## config.mk

```make
export PLATFORM = sky130hd
export DESIGN_NAME = dws_write_seq
export DESIGN_NICKNAME = d
export VERILOG_FILES = /design/src/design/dws_pkg.sv /design/src/design/dws_write_seq.sv
export SDC_FILE = /design/constraint.sdc
export NUM_CORES = 1
export LEC_CHECK = 0
export BUFFER_PORTS_ARGS = -buffer_cell sky130_fd_sc_hd__buf_2
export CAP_MARGIN = 20
export CORE_MARGIN = 5
export CORE_UTILIZATION = 60
export DETAILED_ROUTE_END_ITERATION = 12
export GPL_TIMING_DRIVEN = 0
export MAX_ROUTING_LAYER = met4
export PLACE_DENSITY = 0.82
export SLEW_MARGIN = 20
export SYNTH_ARGS = -nofsm -noshare
export SYNTH_HDL_FRONTEND = slang
export SYNTH_SLANG_ARGS = --single-unit
```

## constraint.sdc

```tcl
create_clock -name sys_clk -period 14.4 [get_ports sys_clk]
set_input_delay 0.72 -clock sys_clk [delete_from_list [all_inputs] [get_ports sys_clk]]
set_output_delay 0.72 -clock sys_clk [all_outputs]
set_load 0.01 [all_outputs]
```

## src/design/dws_pkg.sv

```systemverilog
// Constants, encodings and carrier types for the write-burst sequencer.
package dws_pkg;

  // ****************************************************************
  // Register map and field layout
  // ****************************************************************
  localparam int          ADDR_W      = 4;
  localparam int          DATA_W      = 32;
  localparam logic [3:0]  REG_MODE    = 4'h0;
  localparam logic [3:0]  REG_STATUS  = 4'h4;
  localparam logic [3:0]  REG_COUNT   = 4'h8;
  localparam int          MODE_LSB    = 0;
  localparam int          PRE2_BIT    = 2;
  localparam int          CWL_LSB     = 8;
  localparam int          CWL_W       = 5;
  localparam int          AL_LSB      = 16;
  localparam int          AL_W        = 6;
  localparam int          ST_CCD      = 0;
  localparam int          ST_CWL      = 1;
  localparam int          ST_WTR      = 2;
  localparam int          ST_CHOP     = 3;

  // ****************************************************************
  // Reset values and timing counts in link clocks
  // ****************************************************************
  localparam logic [1:0]  MODE_RST    = 2'h0;
  localparam logic [4:0]  CWL_RST     = 5'h09;
  localparam logic [5:0]  AL_RST      = 6'h00;
  localparam logic [4:0]  CWL_MIN     = 5'h09;
  localparam logic [7:0]  CCD_BAD_PRE2 = 8'h05;
  localparam logic [7:0]  WTR_S_CK    = 8'h02;
  localparam logic [7:0]  WTR_L_CK    = 8'h06;
  localparam int          WL_DEPTH    = 64;

  // ****************************************************************
  // Types
  // ****************************************************************
  typedef enum logic [1:0] {
    BM_FIXED8 = 2'b00,
    BM_OTF    = 2'b01,
    BM_FIXED4 = 2'b10,
    BM_RSVD   = 2'b11
  } dws_bmode_t;

  typedef enum logic [1:0] {
    CMD_NONE  = 2'b00,
    CMD_WRITE = 2'b01,
    CMD_READ  = 2'b10,
    CMD_OTHER = 2'b11
  } dws_cmd_t;

  typedef enum logic {
    BS_IDLE = 1'b0,
    BS_DATA = 1'b1
  } dws_bstate_t;

  typedef struct packed {
    dws_cmd_t   kind;
    logic [1:0] bg;
    logic       a12;
  } dws_pin_t;

  typedef struct packed {
    logic       vld;
    logic       chop;
    logic [1:0] bg;
  } dws_slot_t;

endpackage

```

## src/design/dws_write_seq.sv

```systemverilog
// Write-burst sequencer of the memory device: burst length choice, latency and spacing checks.
`timescale 1ns/100ps
`default_nettype none

module dws_write_seq #(
  parameter int          DQ_W   = 8,
  parameter int          DEPTH  = dws_pkg::WL_DEPTH,
  parameter logic [7:0]  WTR_S  = dws_pkg::WTR_S_CK,
  parameter logic [7:0]  WTR_L  = dws_pkg::WTR_L_CK
) (
  input  wire logic                          sys_clk,
  input  wire logic                          reset,
  input  wire logic                          ck,
  input  wire dws_pkg::dws_pin_t             cmd_pin,
  input  wire logic [DQ_W-1:0]               dq,
  input  wire logic [dws_pkg::ADDR_W-1:0]    reg_addr,
  input  wire logic [dws_pkg::DATA_W-1:0]    reg_wdata,
  input  wire logic                          reg_wr,
  input  wire logic                          reg_rd,
  output logic      [dws_pkg::DATA_W-1:0]    reg_rdata,
  output logic      [DQ_W-1:0]               beat_data,
  output logic                               beat_valid,
  output logic      [2:0]                    beat_index,
  output logic      [1:0]                    beat_group
);

  // ****************************************************************
  // Pin synchronisers and link clock edges
  // ****************************************************************
  // Command and data pass the same two stages as the clock, so their relation to the edges is kept.
  logic                 ck_s1, ck_s2, ck_d;
  dws_pkg::dws_pin_t    pin_s1, pin_s2;
  logic [DQ_W-1:0]      dq_s1, dq_s2;

  always_ff @(posedge sys_clk or posedge reset)
  begin
    if (reset)
    begin
      ck_s1  <= 1'b0;
      ck_s2  <= 1'b0;
      ck_d   <= 1'b0;
      pin_s1 <= '0;
      pin_s2 <= '0;
      dq_s1  <= '0;
      dq_s2  <= '0;
    end
    else
    begin
      ck_s1  <= ck;
      ck_s2  <= ck_s1;
      ck_d   <= ck_s2;
      pin_s1 <= cmd_pin;
      pin_s2 <= pin_s1;
      dq_s1  <= dq;
      dq_s2  <= dq_s1;
    end
  end

  wire ck_rise = ck_s2 & ~ck_d;
  wire ck_fall = ~ck_s2 & ck_d;

  // ****************************************************************
  // Mode register and decode
  // ****************************************************************
  dws_pkg::dws_bmode_t                bmode;
  logic                               pre2;
  logic [dws_pkg::CWL_W-1:0]          write_cas_latency;
  logic [dws_pkg::AL_W-1:0]           al;
  logic [3:0]                         status;
  logic [dws_pkg::DATA_W-1:0]         wr_count;

  wire wr_mode   = reg_wr && (reg_addr == dws_pkg::REG_MODE);
  wire wr_status = reg_wr && (reg_addr == dws_pkg::REG_STATUS);
  // Commands other than write and read are taken without complaint at any time.
  wire wr_cmd    = ck_rise && (pin_s2.kind == dws_pkg::CMD_WRITE);
  wire rd_cmd    = ck_rise && (pin_s2.kind == dws_pkg::CMD_READ);
  // The reserved mode code falls back to eight-beat bursts.
  wire chop_sel  = (bmode == dws_pkg::BM_FIXED4) ||
                   ((bmode == dws_pkg::BM_OTF) && !pin_s2.a12);

  // Latency of zero cannot be scheduled and is treated as one clock; ones beyond DEPTH saturate at DEPTH.
  wire [6:0] wl_sum = 7'({2'h0, write_cas_latency}) + 7'({1'h0, al});
  wire [6:0] wl_cap = (wl_sum > 7'(DEPTH)) ? 7'(DEPTH) : wl_sum;
  wire [6:0] wl_idx = (wl_cap == 7'h00) ? 7'h00 : wl_cap - 7'h01;

  always_ff @(posedge sys_clk or posedge reset)
  begin
    if (reset)
    begin
      bmode <= dws_pkg::dws_bmode_t'(dws_pkg::MODE_RST);
      pre2  <= 1'b0;
      write_cas_latency   <= dws_pkg::CWL_RST;
      al    <= dws_pkg::AL_RST;
    end
    else if (wr_mode)
    begin
      bmode <= dws_pkg::dws_bmode_t'(reg_wdata[dws_pkg::MODE_LSB +: 2]);
      pre2  <= reg_wdata[dws_pkg::PRE2_BIT];
      write_cas_latency   <= reg_wdata[dws_pkg::CWL_LSB +: dws_pkg::CWL_W];
      al    <= reg_wdata[dws_pkg::AL_LSB +: dws_pkg::AL_W];
    end
  end

  // ****************************************************************
  // Latency delay line, one slot per link clock
  // ****************************************************************
  // A slot is loaded at the write's position and reaches slot 0 one clock before its data start.
  // Writes every four clocks each get their own slot, so gapless bursts need no extra queue.
  dws_pkg::dws_slot_t pend [DEPTH];

  genvar gi;
  generate
    for (gi = 0; gi < DEPTH; gi = gi + 1)
    begin : g_slot
      dws_pkg::dws_slot_t shift_in;
      if (gi == DEPTH - 1)
      begin : g_top
        assign shift_in = '0;
      end
      else
      begin : g_mid
        assign shift_in = pend[gi+1];
      end
      always_ff @(posedge sys_clk or posedge reset)
      begin
        if (reset)
          pend[gi] <= '0;
        else if (ck_rise)
        begin
          if (wr_cmd && (wl_idx == 7'(gi)))
            pend[gi] <= '{vld: 1'b1, chop: chop_sel, bg: pin_s2.bg};
          else
            pend[gi] <= shift_in;
        end
      end
    end
  endgenerate

  // ****************************************************************
  // Burst capture: even beats on rising, odd beats on falling edges
  // ****************************************************************
  dws_pkg::dws_bstate_t bstate;
  logic [2:0]           beat;
  logic                 bchop;
  logic [1:0]           bbg;

  wire start     = ck_rise && pend[0].vld;
  wire last_beat = bchop ? (beat == 3'h3) : (beat == 3'h7);
  wire burst_end = ck_rise && (bstate == dws_pkg::BS_DATA) && last_beat;

  always_ff @(posedge sys_clk or posedge reset)
  begin
    if (reset)
    begin
      bstate     <= dws_pkg::BS_IDLE;
      beat       <= 3'h0;
      bchop      <= 1'b0;
      bbg        <= 2'h0;
      beat_valid <= 1'b0;
      beat_data  <= '0;
      beat_index <= 3'h0;
      beat_group <= 2'h0;
    end
    else
    begin
      beat_valid <= 1'b0;
      if (start)
      begin
        // A new burst may begin on the very edge that closes the previous one.
        bstate     <= dws_pkg::BS_DATA;
        beat       <= 3'h0;
        bchop      <= pend[0].chop;
        bbg        <= pend[0].bg;
        beat_valid <= 1'b1;
        beat_data  <= dq_s2;
        beat_index <= 3'h0;
        beat_group <= pend[0].bg;
      end
      else
      begin
        case (bstate)
          dws_pkg::BS_IDLE:
          begin
            bstate <= dws_pkg::BS_IDLE;
          end
          dws_pkg::BS_DATA:
          begin
            if (burst_end)
              bstate <= dws_pkg::BS_IDLE;
            else if ((ck_rise || ck_fall) && !last_beat)
            begin
              beat       <= beat + 3'h1;
              beat_valid <= 1'b1;
              beat_data  <= dq_s2;
              beat_index <= beat + 3'h1;
              beat_group <= bbg;
            end
          end
          default:
          begin
            bstate <= dws_pkg::BS_IDLE;
          end
        endcase
      end
    end
  end

  // ****************************************************************
  // Spacing monitors
  // ****************************************************************
  // Violations by the controller are only flagged; the device still takes the command.
  logic [7:0] gap_cnt;
  logic [7:0] wtr_cnt;
  logic       wtr_run;
  logic [1:0] wtr_bg;

  wire [7:0] wtr_need = (pin_s2.bg == wtr_bg) ? WTR_L : WTR_S;
  wire set_ccd = wr_cmd && pre2 && (gap_cnt == dws_pkg::CCD_BAD_PRE2);
  wire set_cwl = wr_cmd && pre2 && (write_cas_latency <= dws_pkg::CWL_MIN);
  wire set_wtr = rd_cmd && wtr_run && (wtr_cnt < wtr_need);

  always_ff @(posedge sys_clk or posedge reset)
  begin
    if (reset)
    begin
      gap_cnt <= 8'h00;
      wtr_cnt <= 8'h00;
      wtr_run <= 1'b0;
      wtr_bg  <= 2'h0;
    end
    else if (ck_rise)
    begin
      if (wr_cmd)
        gap_cnt <= 8'h01;
      else if ((gap_cnt != 8'h00) && (gap_cnt != 8'hFF))
        gap_cnt <= gap_cnt + 8'h01;
      if (burst_end)
      begin
        // The clock that closes the burst is the zero point of the delay. The count is compared one clock
        // after it is stored, so it starts at one and a read then sees the rises since that clock.
        wtr_cnt <= 8'h01;
        wtr_run <= 1'b1;
        wtr_bg  <= bbg;
      end
      else if (wtr_cnt != 8'hFF)
        wtr_cnt <= wtr_cnt + 8'h01;
    end
  end

  // ****************************************************************
  // Status, counter and register read port
  // ****************************************************************
  wire [3:0] st_set = {1'b0, set_wtr, set_cwl, set_ccd};
  wire [3:0] st_clr = wr_status ? reg_wdata[3:0] : 4'h0;

  always_ff @(posedge sys_clk or posedge reset)
  begin
    if (reset)
    begin
      status   <= 4'h0;
      wr_count <= '0;
    end
    else
    begin
      // An error arriving with its clear stays set.
      status[2:0] <= st_set[2:0] | (status[2:0] & ~st_clr[2:0]);
      if (wr_cmd)
      begin
        status[dws_pkg::ST_CHOP] <= chop_sel;
        wr_count <= wr_count + 32'h1;
      end
    end
  end

  logic [dws_pkg::DATA_W-1:0] rd_mux;
  always_comb
  begin
    if (reg_addr == dws_pkg::REG_MODE)
      rd_mux = {10'h000, al, 3'h0, write_cas_latency, 5'h00, pre2, bmode};
    else if (reg_addr == dws_pkg::REG_STATUS)
      rd_mux = {28'h0000000, status};
    else if (reg_addr == dws_pkg::REG_COUNT)
      rd_mux = wr_count;
    else
      rd_mux = 32'h00000000;
  end

  always_ff @(posedge sys_clk or posedge reset)
  begin
    if (reset)
      reg_rdata <= '0;
    else
      reg_rdata <= reg_rd ? rd_mux : 32'h00000000;
  end

endmodule

`default_nettype wire

```

# ---- Word-level counts from Yosys, hierarchy flattened
# Cells that the tools add are included.
dict set report word_totals {
  regBits 404
  inputBits 54
  word_cells 506
  output_inout_bits 46
}
dict set report classes {
  n_mux 96
  n_reduce_logical 95
  n_eq_ne 76
  n_bitwise 8
  addsub 6
  order_cmp 3
}
# cell count
set ops {}
lappend ops {{$mux 4} 64}
lappend ops {{$eq 7x6->1 const B} 32}
lappend ops {{$mux 32} 4}
lappend ops {{$eq 7x5->1 const B} 16}
lappend ops {{$logic_and 1x1->1} 79}
lappend ops {{$mux 8} 8}
lappend ops {{$eq 7x4->1 const B} 8}
lappend ops {{$add 32x1->32 const B} 1}
lappend ops {{$eq 7x3->1 const B} 4}
lappend ops {{$mux 3} 6}
lappend ops {{$add 8x1->8 const B} 2}
lappend ops {{$ne 8x8->1 const B} 2}
lappend ops {{$eq 7x2->1 const B} 2}
lappend ops {{$logic_not 7->1} 2}
lappend ops {{$mux 7} 2}
lappend ops {{$eq 8x3->1 const B} 1}
lappend ops {{$lt 8x3->1} 1}
lappend ops {{$mux 2} 4}
lappend ops {{$reduce_bool 2->1} 4}
lappend ops {{$reduce_bool 8->1} 1}
lappend ops {{$add 5x6->7} 1}
lappend ops {{$eq 7x1->1 const B} 1}
lappend ops {{$gt 7x7->1 const B} 1}
lappend ops {{$mux 1} 7}
lappend ops {{22 further kinds} 31}

# ---- Longest topological paths before layout
# Gate-level depths: netlist of run 1.
dict set report logic_depth {
  depth_word 8
  mapped_depth 17
  ltp_nobuf 14
}

# ---- Least setup slack after synthesis of run 1
# Ideal clock, no wire load.
dict set report synth_path {
  path_type {flip-flop to flip-flop}
  startpoint {register al[0] (netlist bit)}
  endpoint {register pend, in the netlist g_slot[61].shift_in[2]}
  synth_period_minus_slack_ns 3.965
  n_path_buf 3
  arrival_time_ns 3.819
  stages_incl_launch_ff 16
  setup_time_ns 0.146
  required_time_ns 14.254
  path_slack_ns 10.435
  cell_sequence {dfrtp_1 > ha_1 > fa_1 > a21o_1 > and4_1 > nor2_4 > buf_2 > nand2_1 > ha_1 > clkbuf_1 > nand3_1 > a21oi_1 > or4_1 > buf_2 > o311ai_1 > o221ai_1}
}
dict set report synth_via {
  elab_chain_len 8
  word_cells_on_any_way 9
  cone_classes {add/sub: 2; order compare: 1; eq/ne: 1; mux: 3; reduce/logical: 2}
}
# element line
set synth_lines {}
lappend synth_lines {{start, declared} dws_write_seq.sv:68} ;# logic [dws_pkg::AL_W-1:0] al;
lappend synth_lines {{start signal, assigned} dws_write_seq.sv:93} ;# al <= dws_pkg::AL_RST;
lappend synth_lines {{start signal, assigned} dws_write_seq.sv:100} ;# al <= reg_wdata[dws_pkg::AL_LSB +: dws_pkg::AL_W];
lappend synth_lines {{$add 5x6->7 (*)} dws_write_seq.sv:82} ;# wire [6:0] wl_sum = 7'({2'h0, write_cas_latency}) + 7'({1'h0, al});
lappend synth_lines {{$gt 7x7->1} dws_write_seq.sv:83} ;# wire [6:0] wl_cap = (wl_sum > 7'(DEPTH)) ? 7'(DEPTH) : wl_sum;
lappend synth_lines {{$mux 7 (*)} dws_write_seq.sv:83}
lappend synth_lines {{$sub 7x1->7 or $logic_not 7->1 (tied branches)} dws_write_seq.sv:84} ;# wire [6:0] wl_idx = (wl_cap == 7'h00) ? 7'h00 : wl_cap - 7'h01;
lappend synth_lines {{$mux 7 (*)} dws_write_seq.sv:84}
lappend synth_lines {{$eq 7x6->1 (*)} dws_write_seq.sv:130} ;# if (wr_cmd && (wl_idx == 7'(gi)))
lappend synth_lines {{$logic_and 1x1->1 (*)} dws_write_seq.sv:130}
lappend synth_lines {{$mux 4 (*)} dws_write_seq.sv:130}
lappend synth_lines {{end signal, assigned by index} dws_write_seq.sv:131} ;# pend[gi] <= '{vld: 1'b1, chop: chop_sel, bg: pin_s2.bg};
lappend synth_lines {{end signal, assigned by index} dws_write_seq.sv:133} ;# pend[gi] <= shift_in;
lappend synth_lines {{end, declared} dws_write_seq.sv:109} ;# dws_pkg::dws_slot_t pend [DEPTH];
# Mark *: on every way between the ends. The rest lies on a longest branch, timed or not.
# A chain may end at the register's enable or synchronous reset.

# ---- Worst setup path in the final report of run 1
dict set report layout_path {
  startpoint {register al[0] (netlist bit)}
  endpoint {register pend, in the netlist g_slot[16].shift_in[2]}
}
dict set report layout_via {
  elab_chain_len 8
  word_cells_on_any_way 9
  cone_classes {add/sub: 2; order compare: 1; eq/ne: 1; mux: 3; reduce/logical: 2}
}
# element line
set layout_lines {}
lappend layout_lines {{$add 5x6->7 (*)} dws_write_seq.sv:82}
lappend layout_lines {{$gt 7x7->1} dws_write_seq.sv:83}
lappend layout_lines {{$mux 7 (*)} dws_write_seq.sv:83}
lappend layout_lines {{$sub 7x1->7 or $logic_not 7->1 (tied branches)} dws_write_seq.sv:84}
lappend layout_lines {{$mux 7 (*)} dws_write_seq.sv:84}
lappend layout_lines {{$eq 7x5->1 (*)} dws_write_seq.sv:130}
lappend layout_lines {{$logic_and 1x1->1 (*)} dws_write_seq.sv:130}
lappend layout_lines {{$mux 4 (*)} dws_write_seq.sv:130}
# Marks and branches as above.

==> metrics.txt, run 1 <==
number of fill cells in the layout 2402; status completed; Final Critical Period 5.376 ns; CP delay by family, top simple AND/OR/NAND/NOR gates; syn avg cell area 9.974 sq um; crit-path max cell delay 0.85 ns; global-route usage over all layers 40.87%; synthesized flop and latch total 404; Initial Utilization 61.16%; CTS tree done; Hold Vio Cnt, Final 0; clk sinks 404; 1st-pass router iterations 6; LEAKAGE 0.009366 uW; H-Tree Depth 2; multi-input combinational cell area 8207 sq um; startpoint types register; vias 17680; Design Area, Final 21870 sq um; cell accounting for the most synthesized area dfrtp_1; final setup fails 0; vias per cell 7.030; Worst-Margin Slew 1.215 ns; Peak supply drop 0.0001372 V; hold crit path type in -> async; # rows 65; share of cells above drive strength 1 13.89%; # hold bufs at CTS 0; Worst Path Buf+Inv 3; Longest Clk Path Bufs 3; FMAX 186.0 MHz; dpl hpwl 50.11 mm; die width 189.8 microns; clk slew on worst S/H paths 0.06 ns; Top FF cell, synth dfrtp_1; PostCTS Resize Cnt 0; max-cap viol count 0; grt ovf 0; Buffers on Ports 81; die height 189.8 microns; drt initial violations 2446; core region area 31720 sq um; Clock Latency Late Sink 0.57 ns; post-synthesis sequential area ratio 52.13%; Worst EP required 14.84 ns; Register Area 10110 sq um; Final Wtd Congestion 1.053; largest net degree at the start of global routing 114; dominant cells by area after synthesis dfrtp_1 (52%), a31oi_1 (3.5%), a21oi_1 (3.4%); crit-path cells ha_1 -> fa_1 -> a21o_1 -> and4_1 -> nor2_4 -> buf_2 -> nand2_1 -> inv_1 -> ha_1 -> and2_1 -> clkbuf_1 -> nand2_1 -> a21oi_1 -> nand3_1 -> a311o_1; max_slew headroom 18.39%; Synth-to-Final Area Change 12.75%; overall routed net length 71.88 mm; CP max-delay cell a21oi_1; Post-synth EDFFs 0; kind of critical path reg -> reg; # nets final 2147; CP Capture Type register; die area 36030 sq um; PD cells 197.7 nW/um^2; Pwr Total 4325 uW; setup_tns 0 ns; synthesized area 19400 sq um; PnR worst setup slack 9.024 ns; DP Cell Count 2432; first-pass GRT wire length 108.4 mm; Synth cell types 94; post-CTS setup buffers 0; Root Buffer clkbuf_16; initial antenna violation count 3; Ports 100; async set-reset flop share out of synthesis 100.0%; CTS Buf Count 43; DP Worst Slack 9.250 ns; vias in the first global route 16900; final non-filler cell total 2515; Synth Net Count 2017; Slew Limit Fails 0; critical path arrival 5.82 ns; CP Max Fanout 10; RSZ-0062 raised after global routing false; Placed Area 20430 sq um; Synth top area share 51.86%; Post-Syn Instances 1945; Ys Warns 0; Tcrit/Tclk final 37.33%; worst clock skew 0.01884 ns; DRC errors left 0; post-route antenna net violation count 0; DR WL/cell 28.58 microns
stage by stage:
| step | hold slack, ns | utilization (%) |
|---|---|---|
| final | 0.1402 | 68.95 |
| after global routing | 0.1518 | 68.95 |
| after CTS | 0.1382 | 68.92 |
| after detailed placement | 0.3355 | 64.42 |
| after global placement | 0.3322 | 64.02 |
| after floorplan | 0.3312 | - |
registers in the layout, indices dropped and copies added, names as in the netlist, 8 cells and up:
signal and cells:
beat_data 8, dq_s1 8, dq_s2 8, g_slot.shift_in 252, gap_cnt 8, reg_rdata 32, wr_count 32, wtr_cnt 8
report_power, final:
group          internal, uW  switching, uW
registers              1330            143
clock network           647            478
logic                   441           1280
routing by layer:
layer	GRT usage [%]	wire, microns
met5	-	0
met3	11.10	8747
met2	59.56	31080
met1	54.69	28310
met4	17.08	3743
area by class of cell:
class                   instances  area share (%)
clock inverters                19          0.7838
clock buffers                  61           5.732
repair buffers                 85           2.357
flip-flops and latches        404           46.24
inverters                     102           1.785
diodes                          3         0.03432
multi-input cells            1280           37.52
plain buffers                 159           3.249
well taps                     402           2.300
cell families (layout without fill, tap and decap cells):
family,after synthesis,in the layout,share of synthesized area [%]
flops,404,404,52.13
compound gates,613,613,22.90
simple gates,577,577,14.50
mux,23,23,1.316
xor+xnor,49,49,2.322
buf+inv,261,426,5.637
other cells,0,3,0
fa+ha+maj,18,18,1.200
cell usage in the layout, fill, tap and decap left out, types with 24 or more instances in the layout:
master     netlist  routed
a31oi_1        109     109
a21oi_1        131     131
xnor2_1         33      33
and2_1          30      30
a221o_1         26      26
nand3_1         70      70
buf_2           37     118
clkbuf_1       104     111
dfrtp_1        402     402
nor3_1          52      50
o221ai_1        37      37
clkbuf_16        0      43
nand2_1        126     126
inv_1          100      99
nor2_1         164     164
o21ai_0         77      77
nand4_1         40      40
o31ai_1         24      24
final timing paths:
kind	start	endpoint	slack, ns	cells past startpoint
worst max-delay path	al[0]	g_slot[16].shift_in[2]	9.02	15
worst min-delay path	reset	wtr_bg[0]	0.14	2
worst max register to register	al[0]	g_slot[16].shift_in[2]	9.02	15
worst min register to register	pin_s1[4]	pin_s2[4]	0.35	0
max in group asynchronous	reset	g_slot[19].shift_in[2]	13.07	4
min in group sys_clk	dq[6]	dq_s1[6]	0.26	1
worst reg2reg max path, delay by kind of cell, from the launching register on:
family          cells  cell delay [ns]
simple gates        6             1.61
compound gates      3             1.52
fa+ha+maj           3             0.93
buf+inv             3             0.79
flops               1             0.40
synthesized netlist by cell type, types with 15 or more instances:
master,n
dfrtp_1,402
nor2_1,164
a21oi_1,131
nand2_1,126
a31oi_1,109
clkbuf_1,104
inv_1,100
o21ai_0,77
nand3_1,70
nor3_1,52
nand4_1,40
buf_2,37
o221ai_1,37
xnor2_1,33
and2_1,30
a221o_1,26
o31ai_1,24
nor4_1,21
mux2_2,20
o211ai_1,20
ha_1,17
o311ai_1,16
and3_1,15
Power figures use the tool's default switching activity.
==> run 2: changes to the inputs <==
==> constraint.sdc (replaced) <==
create_clock -name sys_clk -period 5.4 [get_ports sys_clk]
set_input_delay 0.27 -clock sys_clk [delete_from_list [all_inputs] [get_ports sys_clk]]
set_output_delay 0.27 -clock sys_clk [all_outputs]
set_load 0.01 [all_outputs]
==> run 2 against run 1 <==
Against the previous run: critical path type unchanged; clock power rose to 2.7 times the previous value; largest power group unchanged; sequential share of layout area fell by 0.84 points; power rose to 2.7 times the previous value; core utilization increased by 1.3 points; register-to-register slack got worse by 8.9 ns; final cell count grew 1.2%; sequential power increased to 2.7 times the previous value; largest cell class unchanged; critical path depth unchanged; via count increased by 0.89%.
==> metrics.txt, run 2 (synthesis gave the netlist of run 1 again) <==
grt ovf 0; global-route usage over all layers 39.45%; die area 36030 sq um; Ports 100; Buffers on Ports 81; dpl hpwl 48.83 mm; Hold Vio Cnt, Final 0; final non-filler cell total 2545; Root Buffer clkbuf_16; most common cell after layout, fill and taps aside dfrtp_1; RSZ-0062 raised after global routing false; worst clock skew 0.03780 ns; Longest Clk Path Bufs 3; Final Core Density 70.23%; # nets final 2182; final setup fails 0; Peak supply drop 0.0003657 V; post-route antenna net violation count 0; vias in the first global route 17370; clk slew on worst S/H paths 0.06 ns; drt initial violations 2505; first-pass GRT wire length 105.7 mm; LEAKAGE 0.009527 uW; critical path arrival 5.75 ns; Final Wtd Congestion 1.066; Hold WS 0.01619 ns; Worst-Margin Slew 1.131 ns; DP Cell Count 2440; commonest non-fill, non-tap cells in the layout dfrtp_1 (402), nor2_1 (164), a21oi_1 (129); CP Max Fanout 10; post-CTS setup buffers 0; DRC errors left 0; clk sinks 404; vias per cell 7.009; share of cells above drive strength 1 13.68%; PD cells 516.2 nW/um^2; Worst Path Buf+Inv 2; crit-path max cell delay 0.83 ns; H-Tree Depth 2; 1st-pass router iterations 7; kind of critical path reg -> reg; CP Capture Type register; Slew Limit Fails 0; Tcrit/Tclk final 97.94%; FMAX 189.1 MHz; core region area 31720 sq um; status completed; Largest register FFs 252; Synth-to-Final Area Change 14.83%; vias 17840; startpoint types register; die height 189.8 microns; initial antenna violation count 1; Initial Utilization 61.16%; max-cap viol count 0; Worst EP required 5.86 ns; overall routed net length 69.58 mm; CTS Buf Count 43; max_slew headroom 24.03%; Clock Latency Late Sink 0.57 ns; crit-path cells ha_1 -> fa_1 -> a21o_1 -> and4_1 -> nor2_4 -> buf_2 -> nand2_1 -> inv_1 -> ha_1 -> nand2_1 -> nor3_2 -> o21ai_0 -> nor2_2 -> o21ai_0 -> a311oi_1; Final Critical Period 5.289 ns; CTS tree done; # rows 65; DR WL/cell 27.34 microns; largest net degree at the start of global routing 37; CP delay by family, top simple AND/OR/NAND/NOR gates; CP max-delay cell nor3_2; die width 189.8 microns; hold crit path type in -> reg
-- run 2: cell types whose count changed in the layout (fill, tap and decap cells not counted), sizes merged, moves of 2 or more --
cell	previous run	this run
buf	140	148
clkbuf	165	171
clkinv	10	4
diode	3	1
dlygate4sd3	0	27
inv	106	103
-- run 2: final timing paths --
check | slack (ns) | start | endpoint | cells past startpoint
setup / recovery | 0.11 | al[0] | g_slot[36].shift_in[2] | 15
hold / removal | 0.02 | reg_wdata[0] | bmode[0] | 3
setup reg to reg | 0.11 | al[0] | g_slot[36].shift_in[2] | 15
hold reg to reg | 0.35 | pin_s1[2] | pin_s2[2] | 0
max in group asynchronous | 3.69 | reset | reg_rdata[28] | 7
min in group asynchronous | 0.37 | reset | beat_data[0] | 3
-- run 2: timing repair --
item	4_1_cts	5_1_grt
hold buffers	27	0
endpoints found under the hold margin	49	0
setup endpoints to repair	0	6
gates resized for setup	0	3
-- run 2: worst reg2reg max path: cells and delay by family (launching register included) --
family	cells	cell delay, ns
compound gates	4	1.25
fa+ha+maj	3	0.95
buf+inv	2	0.37
flops	1	0.41
simple gates	6	2.26
-- run 2: layer usage --
metal / routed length, microns / global-route usage, % / up-vias
met1: 26620 / 52.12 / 8759
met4: 3801 / 18.11 / 0
met2: 30230 / 57.24 / 1253
li1: - / - / 7517
met5: 0 / - / -
met3: 8925 / 11.01 / 309
-- run 2: stage by stage --
step                instance area [sq um]   TNS, ns  setup slack, ns  total power [uW]
floorplan                           19400   -124.65          -0.3101              6619
global placement                    20310  -1006.72           -2.548              8145
detailed placement                  20560         0           0.1001              8225
CTS                                 22250         0          0.09952             11230
global route                        22280         0          0.07775             11820
finish                              22280         0           0.1114             11500
-- run 2: final cells by class --
type | instances | area (sq um)
fillers | 2410 | 9443
well taps | 402 | 503.0
clock buffers | 67 | 1277
repair buffers | 120 | 915.9
plain buffers | 159 | 710.7
clock inverters | 10 | 146.4
inverters | 102 | 386.6
multi-input cells | 1280 | 8220
diodes | 1 | 2.502
flip-flops and latches | 404 | 10110
-- run 2: power breakdown --
group | switching (uW) | total [uW] | internal, uW
Sequential | 372 | 3930 | 3560
Clock | 1250 | 3020 | 1770
Combinational | 3350 | 4550 | 1200
Total | 4970 | 11500 | 6530
